### src/include/light_sensor_consts.svh
`ifndef LIGHT_SENSOR_CONSTS_SVH
`define LIGHT_SENSOR_CONSTS_SVH

// register pointers
`define ADDR_RESULT 8'h00
`define ADDR_CONFIG 8'h01
`define ADDR_LOWER 8'h02
`define ADDR_UPPER 8'h03
`define ADDR_MAKER 8'h7E
`define ADDR_PART 8'h7F

// result field positions
`define EXP_MSB 15
`define EXP_LSB 12
`define MANT_MSB 11
`define MANT_LSB 0

// range codes
`define RANGE_AUTO 4'hC
`define RANGE_TOP 4'hB
`define MANT_FULL 12'hFFF

// configuration layout
`define CFG_RESET 16'hC810
`define CFG_WR_MASK 16'hFE1F
`define CFG_STATUS_LSB 5
`define CFG_ME_BIT 2
`define CFG_RANGE_MSB 15
`define CFG_RANGE_LSB 12

// threshold reset values
`define LOWER_RESET 16'h0000
`define UPPER_RESET 16'hBFFF

// identity values, arbitrary
`define MAKER_ID 16'h1234
`define PART_ID 16'h5678

// bus codes
`define GC_ADDR 7'h00
`define GC_RESET_CMD 8'h06
`define BYTE_BITS 4'h8
`define LAST_BIT 4'h7
`define LAST_PHASE 3'h3

`endif

### src/include/light_sensor_pkg.sv
package light_sensor_pkg;

    // one conversion outcome, exponent over mantissa
    typedef struct packed {
        logic [3:0] exponent;
        logic [11:0] mantissa;
    } conv_s;

    // sampled two-wire bus lines
    typedef struct packed {
        logic scl;
        logic sda;
    } bus_in_s;

    // serial target states
    typedef enum logic [5:0] {
        st_idle = 6'h01,
        st_addr = 6'h02,
        st_rx = 6'h04,
        st_ack = 6'h08,
        st_tx = 6'h10,
        st_mack = 6'h20
    } link_state_e;

endpackage : light_sensor_pkg

### src/rtl/result_packer.sv
`timescale 1ns/1ps
`include "light_sensor_consts.svh"

module result_packer import light_sensor_pkg::*; (
    input wire logic core_clk,
    input wire logic sys_rst,
    input wire logic gc_reset,
    input wire logic conv_valid,
    input wire conv_s conv_data,
    input wire logic [3:0] range_select_code,
    input wire logic exponent_mask_enable,
    output conv_s result
);

    conv_s next_result; // value to be stored
    logic auto_mode; // automatic range choice active

    assign auto_mode = (range_select_code >= `RANGE_AUTO);

    // form the reported word for each finished conversion
    always_comb begin
        next_result = result;
        if (gc_reset) begin
            next_result = '0;
        end else if (conv_valid) begin
            // auto reports the chosen range, manual the programmed one
            next_result.exponent = auto_mode ? conv_data.exponent : range_select_code;
            next_result.mantissa = conv_data.mantissa;
            // no undefined weights ever reach the register
            if (next_result.exponent > `RANGE_TOP) begin
                next_result.exponent = `RANGE_TOP;
                next_result.mantissa = `MANT_FULL;
            end
            // mask hides the exponent in manual range only
            if (exponent_mask_enable && !auto_mode) begin
                next_result.exponent = 4'h0;
            end
        end
    end

    // register; clears to all zeros
    always_ff @(posedge core_clk or posedge sys_rst) begin
        if (sys_rst) begin
            result <= '0;
        end else begin
            result <= next_result;
        end
    end

    a_exp_defined: assert property (@(posedge core_clk) disable iff (sys_rst)
        result.exponent <= `RANGE_TOP) else $error("undefined exponent stored");
    a_mask_zero_exp: assert property (@(posedge core_clk) disable iff (sys_rst)
        conv_valid && !gc_reset && exponent_mask_enable && range_select_code < `RANGE_AUTO
        |=> result.exponent == 4'h0) else $error("masked exponent not zero");
    a_auto_exp: assert property (@(posedge core_clk) disable iff (sys_rst)
        conv_valid && !gc_reset && auto_mode && conv_data.exponent <= `RANGE_TOP
        |=> result == $past(conv_data)) else $error("auto range not reported");
    a_latest_mant: assert property (@(posedge core_clk) disable iff (sys_rst)
        conv_valid && !gc_reset && !auto_mode
        |=> result.mantissa == $past(conv_data.mantissa)) else $error("mantissa not latest");
    a_reset_zero: assert property (@(posedge core_clk)
        sys_rst |=> result == '0) else $error("result not zero after reset");
    c_auto_conv: cover property (@(posedge core_clk) disable iff (sys_rst) conv_valid && auto_mode);
    c_masked_conv: cover property (@(posedge core_clk) disable iff (sys_rst)
        conv_valid && exponent_mask_enable && !auto_mode);

endmodule : result_packer

### src/rtl/light_sensor_regs.sv
`timescale 1ns/1ps
`include "light_sensor_consts.svh"

//
// Behaviour
// - all registers sixteen bits, moved whole
// - pointers 00h-03h select result, config, thresholds
// - read-only identity words at 7Eh, 7Fh
// - result read-only, holds latest conversion
// - exponent bits 15:12, mantissa bits 11:0
// - result reads zero after reset
// - codes 0-11 weigh 0.01 lux times 2^e
// - mask zeroes exponent in manual range
// - code 1100b selects automatic range reporting
// - pointer byte first, data MSB first
// - pointer kept until next write or general-call reset
module light_sensor_regs import light_sensor_pkg::*; (
    input wire logic core_clk,
    input wire logic sys_rst,
    input wire bus_in_s bus_in,
    input wire logic [6:0] target_addr,
    output logic sda_out,
    output logic sda_oe,
    input wire logic conv_valid,
    input wire conv_s conv_data,
    input wire logic [3:0] status_bits,
    output logic [15:0] cfg_word,
    output logic cfg_write,
    output logic [15:0] lower_threshold,
    output logic [15:0] upper_threshold,
    output logic gc_reset,
    output conv_s conversion_result
);

    link_state_e state, next_state; // serial target state
    logic scl_q, next_scl_q; // previous clock line
    logic sda_q, next_sda_q; // previous data line
    logic [7:0] rx_sh, next_rx_sh; // receive shifter
    logic [7:0] tx_sh, next_tx_sh; // transmit shifter
    logic [3:0] bit_cnt, next_bit_cnt; // bits in current byte
    logic [2:0] phase, next_phase; // byte index after address
    logic is_read, next_is_read; // read direction
    logic is_gc, next_is_gc; // general call in progress
    logic acked, next_acked; // controller acknowledged
    logic rd_lo, next_rd_lo; // next byte sent is low byte
    logic [7:0] pointer, next_pointer; // register pointer
    logic [7:0] msb_buf, next_msb_buf; // high byte of a write
    logic [15:0] rd_word, next_rd_word; // word snapshot for read
    logic [15:0] operating_configuration, next_cfg; // writable config bits
    logic [15:0] next_lower, next_upper; // threshold next values
    logic next_cfg_write, next_gc_reset; // pulse next values
    logic rise, fall, start_cond, stop_cond; // bus events
    logic [15:0] write_word; // assembled write data

    // all registers answer in sixteen bits; unmapped pointers read zero
    function automatic logic [15:0] reg_read(input logic [7:0] ptr, input logic [15:0] cfgv,
            input logic [3:0] stat, input logic [15:0] lo, input logic [15:0] hi, input logic [15:0] res);
        logic [15:0] status_word;
        status_word = {7'h00, stat, 5'h00};
        if (ptr == `ADDR_RESULT) begin
            reg_read = res;
        end else if (ptr == `ADDR_CONFIG) begin
            reg_read = (cfgv & `CFG_WR_MASK) | status_word;
        end else if (ptr == `ADDR_LOWER) begin
            reg_read = lo;
        end else if (ptr == `ADDR_UPPER) begin
            reg_read = hi;
        end else if (ptr == `ADDR_MAKER) begin
            reg_read = `MAKER_ID;
        end else if (ptr == `ADDR_PART) begin
            reg_read = `PART_ID;
        end else begin
            reg_read = 16'h0000;
        end
    endfunction : reg_read

    // bus line events, inputs already synchronous
    assign rise = bus_in.scl && !scl_q;
    assign fall = !bus_in.scl && scl_q;
    assign start_cond = bus_in.scl && scl_q && sda_q && !bus_in.sda;
    assign stop_cond = bus_in.scl && scl_q && !sda_q && bus_in.sda;
    assign write_word = {msb_buf, rx_sh};

    // open drain: only ever pull low
    assign sda_out = 1'b0;
    assign sda_oe = (state == st_ack) || (state == st_tx && !tx_sh[7]);
    assign cfg_word = operating_configuration;

    // conversion word packing lives in its own module
    result_packer u_packer (
        .core_clk(core_clk),
        .sys_rst(sys_rst),
        .gc_reset(gc_reset),
        .conv_valid(conv_valid),
        .conv_data(conv_data),
        .range_select_code(operating_configuration[`CFG_RANGE_MSB:`CFG_RANGE_LSB]),
        .exponent_mask_enable(operating_configuration[`CFG_ME_BIT]),
        .result(conversion_result)
    );

    // serial target and register writes
    always_comb begin
        next_state = state;
        next_scl_q = bus_in.scl;
        next_sda_q = bus_in.sda;
        next_rx_sh = rx_sh;
        next_tx_sh = tx_sh;
        next_bit_cnt = bit_cnt;
        next_phase = phase;
        next_is_read = is_read;
        next_is_gc = is_gc;
        next_acked = acked;
        next_rd_lo = rd_lo;
        next_pointer = pointer;
        next_msb_buf = msb_buf;
        next_rd_word = rd_word;
        next_cfg = operating_configuration;
        next_lower = lower_threshold;
        next_upper = upper_threshold;
        next_cfg_write = 1'b0;
        next_gc_reset = 1'b0;
        if (start_cond) begin
            // start or repeated start: expect an address byte
            next_state = st_addr;
            next_bit_cnt = 4'h0;
            next_phase = 3'h0;
        end else if (stop_cond) begin
            next_state = st_idle;
        end else begin
            case (state)
                st_addr, st_rx: begin
                    if (rise) begin
                        next_rx_sh = {rx_sh[6:0], bus_in.sda};
                        next_bit_cnt = bit_cnt + 4'h1;
                    end else if (fall && bit_cnt == `BYTE_BITS) begin
                        next_bit_cnt = 4'h0;
                        next_state = st_ack;
                        if (state == st_addr) begin
                            // own address or general call, else stay silent
                            if (rx_sh[7:1] == target_addr) begin
                                next_is_read = rx_sh[0];
                                next_is_gc = 1'b0;
                            end else if (rx_sh == {`GC_ADDR, 1'b0}) begin
                                next_is_read = 1'b0;
                                next_is_gc = 1'b1;
                            end else begin
                                next_state = st_idle;
                            end
                        end else if (is_gc) begin
                            // reset command puts every register to defaults
                            if (rx_sh == `GC_RESET_CMD) begin
                                next_gc_reset = 1'b1;
                                next_cfg = `CFG_RESET;
                                next_lower = `LOWER_RESET;
                                next_upper = `UPPER_RESET;
                                next_pointer = 8'h00;
                                next_is_gc = 1'b0;
                            end else begin
                                next_state = st_idle;
                            end
                        end else begin
                            if (phase == 3'h0) begin
                                next_pointer = rx_sh;
                            end else if (phase == 3'h1) begin
                                next_msb_buf = rx_sh;
                            end else if (phase == 3'h2) begin
                                // whole word commits on the low byte
                                if (pointer == `ADDR_CONFIG) begin
                                    next_cfg = write_word & `CFG_WR_MASK;
                                    next_cfg_write = 1'b1;
                                end else if (pointer == `ADDR_LOWER) begin
                                    next_lower = write_word;
                                end else if (pointer == `ADDR_UPPER) begin
                                    next_upper = write_word;
                                end
                                // result and identity writes fall through unused
                            end
                            if (phase != `LAST_PHASE) begin
                                next_phase = phase + 3'h1;
                            end
                        end
                    end
                end
                st_ack: begin
                    if (fall) begin
                        if (is_read) begin
                            // snapshot word, high byte first
                            next_rd_word = reg_read(pointer, operating_configuration, status_bits,
                                lower_threshold, upper_threshold, conversion_result);
                            next_tx_sh = next_rd_word[15:8];
                            next_rd_lo = 1'b1;
                            next_state = st_tx;
                        end else begin
                            next_state = st_rx;
                        end
                    end
                end
                st_tx: begin
                    if (fall) begin
                        if (bit_cnt == `LAST_BIT) begin
                            next_bit_cnt = 4'h0;
                            next_state = st_mack;
                        end else begin
                            next_tx_sh = {tx_sh[6:0], 1'b0};
                            next_bit_cnt = bit_cnt + 4'h1;
                        end
                    end
                end
                st_mack: begin
                    if (rise) begin
                        next_acked = !bus_in.sda;
                    end else if (fall) begin
                        // ack continues alternating bytes, nack ends
                        if (acked) begin
                            next_tx_sh = rd_lo ? rd_word[7:0] : rd_word[15:8];
                            next_rd_lo = !rd_lo;
                            next_state = st_tx;
                        end else begin
                            next_state = st_idle;
                        end
                    end
                end
                default: begin
                    next_state = st_idle;
                end
            endcase
        end
    end

    // registers
    always_ff @(posedge core_clk or posedge sys_rst) begin
        if (sys_rst) begin
            state <= st_idle;
            scl_q <= 1'b1;
            sda_q <= 1'b1;
            rx_sh <= 8'h00;
            tx_sh <= 8'hFF;
            bit_cnt <= 4'h0;
            phase <= 3'h0;
            is_read <= 1'b0;
            is_gc <= 1'b0;
            acked <= 1'b0;
            rd_lo <= 1'b0;
            pointer <= 8'h00;
            msb_buf <= 8'h00;
            rd_word <= 16'h0000;
            operating_configuration <= `CFG_RESET;
            lower_threshold <= `LOWER_RESET;
            upper_threshold <= `UPPER_RESET;
            cfg_write <= 1'b0;
            gc_reset <= 1'b0;
        end else begin
            state <= next_state;
            scl_q <= next_scl_q;
            sda_q <= next_sda_q;
            rx_sh <= next_rx_sh;
            tx_sh <= next_tx_sh;
            bit_cnt <= next_bit_cnt;
            phase <= next_phase;
            is_read <= next_is_read;
            is_gc <= next_is_gc;
            acked <= next_acked;
            rd_lo <= next_rd_lo;
            pointer <= next_pointer;
            msb_buf <= next_msb_buf;
            rd_word <= next_rd_word;
            operating_configuration <= next_cfg;
            lower_threshold <= next_lower;
            upper_threshold <= next_upper;
            cfg_write <= next_cfg_write;
            gc_reset <= next_gc_reset;
        end
    end

    a_ptr_hold: assert property (@(posedge core_clk) disable iff (sys_rst)
        $changed(pointer) |-> ($past(state) == st_rx && $past(phase) == 3'h0) || gc_reset)
        else $error("pointer changed without write");
    a_ro_ignored: assert property (@(posedge core_clk) disable iff (sys_rst)
        state == st_rx && fall && bit_cnt == `BYTE_BITS && phase == 3'h2 && !is_gc && !start_cond
        && !stop_cond && (pointer == `ADDR_RESULT || pointer >= `ADDR_MAKER)
        |=> $stable(operating_configuration) && $stable(lower_threshold) && $stable(upper_threshold))
        else $error("read-only write changed state");
    a_cfg_write: assert property (@(posedge core_clk) disable iff (sys_rst)
        cfg_write |-> operating_configuration == ($past(write_word) & `CFG_WR_MASK))
        else $error("config write value wrong");
    a_msb_first: assert property (@(posedge core_clk) disable iff (sys_rst)
        state == st_ack && fall && is_read && !start_cond && !stop_cond
        |=> state == st_tx && tx_sh == rd_word[15:8] && rd_lo) else $error("high byte not first");
    a_ack_drive: assert property (@(posedge core_clk) disable iff (sys_rst)
        state == st_rx && !is_gc && fall && bit_cnt == `BYTE_BITS && !start_cond && !stop_cond
        |=> sda_oe && !sda_out) else $error("data byte not acknowledged");
    a_id_read: assert property (@(posedge core_clk) disable iff (sys_rst)
        state == st_ack && fall && is_read && pointer == `ADDR_PART && !start_cond && !stop_cond
        |=> rd_word == `PART_ID) else $error("identity read wrong");
    a_gc_defaults: assert property (@(posedge core_clk) disable iff (sys_rst)
        gc_reset |-> operating_configuration == `CFG_RESET ##1 conversion_result == '0)
        else $error("general call defaults wrong");
    c_cfg_write: cover property (@(posedge core_clk) disable iff (sys_rst) cfg_write);
    c_read_lo: cover property (@(posedge core_clk) disable iff (sys_rst) state == st_tx && !rd_lo);
    c_gc_reset: cover property (@(posedge core_clk) disable iff (sys_rst) gc_reset);

endmodule : light_sensor_regs

### config.mk
export PLATFORM = sky130hd
export DESIGN_NAME = light_sensor_regs
export DESIGN_NICKNAME = d
export VERILOG_FILES = /design/src/include/light_sensor_pkg.sv /design/src/rtl/result_packer.sv /design/src/rtl/light_sensor_regs.sv
export VERILOG_INCLUDE_DIRS = /design/src /design/src/include
export SDC_FILE = /design/constraint.sdc
export NUM_CORES = 1
export LEC_CHECK = 0
export BUFFER_PORTS_ARGS = -buffer_cell sky130_fd_sc_hd__buf_2
export CAP_MARGIN = 15
export CORE_MARGIN = 4
export CORE_UTILIZATION = 45
export CTS_CLUSTER_DIAMETER = 50
export CTS_CLUSTER_SIZE = 28
export DETAILED_ROUTE_END_ITERATION = 8
export PLACE_DENSITY = 0.73
export SLEW_MARGIN = 20
export SYNTH_ARGS = -nofsm -noshare
export SYNTH_HDL_FRONTEND = slang
export SYNTH_SLANG_ARGS = --single-unit
### constraint.sdc
create_clock -name core_clk -period 4 [get_ports core_clk]
set_input_delay 0.4 -clock core_clk [delete_from_list [all_inputs] [get_ports core_clk]]
set_output_delay 0.4 -clock core_clk [all_outputs]
set_load 0.05 [all_outputs]
* Word-level counts from Yosys, hierarchy flattened
Cells that the tools add are included.
** Word-level totals
- Output and inout port bits :: 68
- Register bits after elaboration :: 133
- Word-level logic and storage cells :: 233
- Input port bits :: 32
** Cells by class
- Reduce and logical (&&, ||, !) cells :: 50
- $add $sub $neg :: 2
- Mux-type cells :: 108
- Bitwise operators :: 7
- Equal/unequal tests :: 43
- Magnitude comparators :: 2
** Operators with widths (count)
- two-way mux 16 bit :: 28
- two-way mux 8 bit :: 11
- two-way mux 6 bit :: 10
- two-way mux 4 bit :: 12
- two-way mux 1 bit :: 31
- two-way mux 15 bit :: 2
- inequality test 4 bit, second input constant :: 7
- inequality test 2 bit, second input constant :: 13
- two-way mux 3 bit :: 8
- one-hot mux 6 bit (4 select lines) :: 1
- one-hot mux 8 bit (3 select lines) :: 1
- nonzero test 2 bit :: 11
- AND reduction 7 bit :: 3
- == test 8 x 2 -> 1 bit, second input constant :: 2
- == test 8 x 7 -> 1 bit, second input constant :: 2
- zero test 8 bit :: 2
- bitwise OR 16 x 9 -> 16 bit :: 1
- AND reduction 8 bit :: 2
- AND reduction 13 bit :: 1
- AND reduction 12 bit :: 1
- AND reduction 4 bit :: 3
- AND reduction 11 bit :: 1
- logical AND 1 bit :: 10
- two-way mux 5 bit :: 2
- other kinds (33) :: 47

* Longest topological paths before layout
- Depth in word-level cells :: 12
- Mapped depth :: 8
- Depth with buffers taken out :: 7

* By module
Synthesis repeated with hierarchy kept, for this count alone.
** Unflattened totals
- Cells, all modules :: 708
- Area, all modules :: 6713.9 um^2
** By module, submodules not included
- light_sensor_regs :: area an instance 5959.5 um^2, sequential area each 2865.2 um^2, instances 1, cells each 629
- result_packer :: area an instance 754.5 um^2, sequential area each 400.4 um^2, instances 1, cells each 79

* Least setup slack after synthesis
Ideal clock, no wire load.
- Path type :: register to output
- Start point :: reg state[1]
- End point :: out sda_oe
- Buffers on the path :: 0
- Path slack :: 1183 ps
- Data arrival time :: 2417 ps
- Cell stages (with the launch flop) :: 4
- Cells stage by stage :: dfrtp_1 > nor4_1 > nand2_1 > o21ai_0
** On the way
- Longest elaborated chain between the ends :: 3
- Elaborated cells on any way between the ends :: 4
** Ends and longest elaborated chain
- start, declared :: line light_sensor_regs.sv:35 : link_state_e state, next_state;
- start signal, assigned :: line light_sensor_regs.sv:233 : state <= st_idle;
- start signal, assigned :: line light_sensor_regs.sv:253 : state <= next_state;
- == test 6 x 5 -> 1 bit :: line light_sensor_regs.sv:86 : assign sda_oe = (state == st_ack) || (state == st_tx && !tx_sh[7]);
- logical AND 1 bit :: line light_sensor_regs.sv:86
- logical OR 1 bit (*) :: line light_sensor_regs.sv:86
- end, declared :: line light_sensor_regs.sv:23 : output logic sda_oe,
Every way passes the cells marked *; elsewhere a longest branch is shown, timed or not.

* Worst setup path in the final report
- Start point :: reg scl_q
- End point :: reg lower_threshold[0]
** On the way
- Longest elaborated chain between the ends :: 5
- Elaborated cells on any way between the ends :: 13
** Ends and longest elaborated chain
- start, declared :: line light_sensor_regs.sv:36 : logic scl_q, next_scl_q;
- start signal, assigned :: line light_sensor_regs.sv:254 : scl_q <= next_scl_q;
- logical AND 1 bit :: line light_sensor_regs.sv:80, light_sensor_regs.sv:81
- logical AND 1 bit, on equally long branches (2 in series) :: line light_sensor_regs.sv:81, light_sensor_regs.sv:80
- inverter 1 bit (no source line)
- AND reduction 12 bit (no source line) (*)
- end signal, assigned :: line light_sensor_regs.sv:248 : lower_threshold <= `LOWER_RESET;
- end signal, assigned :: line light_sensor_regs.sv:268 : lower_threshold <= next_lower;
- end, declared :: line light_sensor_regs.sv:29 : output logic [15:0] lower_threshold,
Marks and branches as above.
A chain may end at the register's enable or synchronous reset.

==> run metrics <==
Worst VDD drop=234.1 uV; Final min period=3105 ps; Die Ht=130.0 um; CTS root buffer=clkbuf_16; Setup TNS=0 ps; syn_area_per_cell=10.68 sq um; PwrDens=404.5 nW/um^2; worst rel slew slack=0.3919; post-synth top area cell=dfrtp_1; CP max FO=34; run status=completed; Finished Layout Cells=914; synth unique cells=66; # setup viols final=0; DRT iter0 DRCs=460; detailed-route DRC error count=0; placed cell count=882; DRT antenna net count=0; Yosys warning count=0; Hold Buf Count CTS=0; Reg-to-Reg End=lower_threshold[0]; Worst-Margin Slew=909.6 ps; GRT Overall Usage=0.2318; filler instances=1279; pre-CTS setup slack=1029 ps; WS Path Type=reg -> reg; Final Wtd Congestion=0.8993; Startpoint Class=flop; wire per inst=20.80 um; drt pass-1 iters=7; clock latency on the worst-skew pair=430 ps; post-CTS setup buffers=0; Vias/cell=6.004; global-route wire length before repair=29.73 mm; vias in the first global route=5348; Async SR Flop Fraction=1.000; reg2reg start=scl_q; CP Data Arrival Time=3410 ps; Hold WC Path Type=in -> reg; FF+latch count, synth=129; top post-synthesis cells by area=dfrtp_1 (37%), dfstp_2 (12%), mux2_2 (8.7%), nor2_1 (3.4%), o21ai_0 (3.4%); sequential element share of the synthesized area=0.4878; leakage=3.656 nW; Top FF cell, synth=dfrtp_1; IO Count=100; RSZ-0062 raised after global routing=no; dpl hpwl=13.87 mm; CTS H-tree lvls=4; fin nets=756; CTS Buf Count=17; Post-synth EDFFs=0; Starting Density=0.4607; Worst Setup End Kind=flop; R2R depth=6; gr ovfl total=0; final worst-path cycle share=0.7761; final wirelength=19.01 mm; Die ar.=16890 sq um; FP Rows=44; # diodes=0; Req. time, crit path=4310 ps; sink of the worst hold path=scl_q; pin count of the biggest net entering global routing=73; initial antenna violation count=0; Final Skew=6.483 ps; Placeable Area=14530 sq um; die width=130.0 um; beginning of the worst hold path=bus_in[1]; layout overhead on the synthesized area=18.54%; fraction of layout cells with a size suffix above 1=0.3329; clk sinks=129; Post-Synthesis Cells=627; max-slew violations=0; Worst-path clk slew=60 ps; R2R Setup Slk=900 ps; Worst Hold Depth=1; final hold vios=0; Mapped Area=6695 sq um; port bufs=94; vias=5488; post-CTS sizing=0; area share of the largest cell type after synthesis=0.3700; max cap viols=0; fmax=0.3221 GHz; CTS tree=yes; Max clock buf depth=2; fin worst setup slack=895.5 ps
## cells in the mapped netlist, drive strengths merged (7+ instances only)
master and count:
a21oi 15, a31oi 9, buf 11, clkbuf 26
dfrtp 99, dfstp 30, ha 7, inv 16
mux2 61, mux2i 17, mux4 7, nand2 42
nand3 16, nand4 8, nor2 62, nor2b 22
nor3 16, nor4 7, o21ai 45, o31ai 13
## where the power goes
group	switching (W)	internal, W
sequential	0.0000295	0.00133
clock	0.000567	0.00107
combinational	0.000149	0.0000617
total	0.000745	0.00246
## worst max-delay path by stage
| stage | to | start |
|---|---|---|
| global placement | lower_threshold[0] | scl_q |
| detailed placement | lower_threshold[1] | rx_sh[0] |
| finish | lower_threshold[0] | scl_q |
| floorplan | acked | sys_rst |
| CTS | lower_threshold[0] | scl_q |
| global route | lower_threshold[1] | bit_cnt[0] |
## per-layer routing
layer / share of wire / up-vias / wire, um / global-route usage
met5: 0 / - / 0 / 0
met4: 0.032 / 0 / 610 / 0.1027
met3: 0.066 / 47 / 1256 / 0.04666
met2: 0.50 / 240 / 9434 / 0.3743
met1: 0.41 / 2714 / 7707 / 0.3043
li1: - / 2487 / - / -
## state kept, by name, summed over array words and instances, names as in the netlist, 3 cells and up
name	cells
cfg_word	12
upper_threshold	16
rx_sh	8
lower_threshold	16
state	6
u_packer.result	16
phase	3
bit_cnt	4
tx_sh	8
pointer	8
msb_buf	8
rd_word	16
## cells in the final DEF, fill, tap and decap left out, types with 4 or more instances in the layout
cell       netlist  routed
o22ai_1          6       6
nor2b_1         22      22
xor2_1           5       5
conb_1           1       5
dfrtp_1         99      99
ha_1             7       7
and2_1           5       5
mux2_4           9       9
nand2_1         42      42
buf_2            1      94
nand4_1          8       8
o21ai_0         45      44
mux2_2          52      52
bufinv_16        0       4
o211ai_1         4       4
nor4_1           6       6
nand2b_1         5       5
and3_1           5       5
nor2_1          60      60
a31oi_1          9       9
inv_1           16      15
a221oi_1         4       4
o221ai_1         6       6
xnor2_1          4       4
clkbuf_16        0      17
mux2i_1         17      17
nand3_1         16      16
mux4_2           7       7
a21oi_1         15      15
buf_4            7      10
a211oi_1         6       6
dfstp_2         30      30
o31ai_1         13      13
nor3_1          16      16
## worst max-delay path: stages, from the launching register on
cell      delay (ps)
dfstp_2          570
nor4bb_1         520
nand2_1          270
a2111o_1         330
buf_4            230
nor2_2           620
mux2_2           430
## stage by stage
stage	util	power, W	area [sq um]	hold WS (ps)
after global placement	0.5033	0.001586	7315	461.5
after CTS	0.5461	0.003224	7936	116.3
after global routing	0.5461	0.003313	7936	128.4
after detailed placement	0.5033	0.001592	7315	470.1
final	0.5461	0.003210	7936	130.2
after floorplan	-	0.001522	6710	404.5
## kinds of logic after synthesis
logic type / Yosys count / synth area share
other: 1 / 0.0005601
XOR/XNOR: 9 / 0.01177
AO/OA/AOI/OAI: 134 / 0.1338
multiplexers: 85 / 0.1566
AND/OR/NAND/NOR: 209 / 0.1615
buffers and inverters: 53 / 0.03495
flip-flops: 129 / 0.4878
adder cells (fa/ha/maj): 7 / 0.01308
## cell type report
cell class                 count  area [sq um]  area share
sequential                   129          3266      0.4115
clock inverter                10         157.7     0.01986
multi-input combinational    449          3211      0.4045
inverter                      16         62.56    0.007883
clock buffer                  22         464.2     0.05849
tap                          184         230.2     0.02901
timing repair buffer         104         545.5     0.06874
Note: power is estimated with default switching activity, not from simulation.
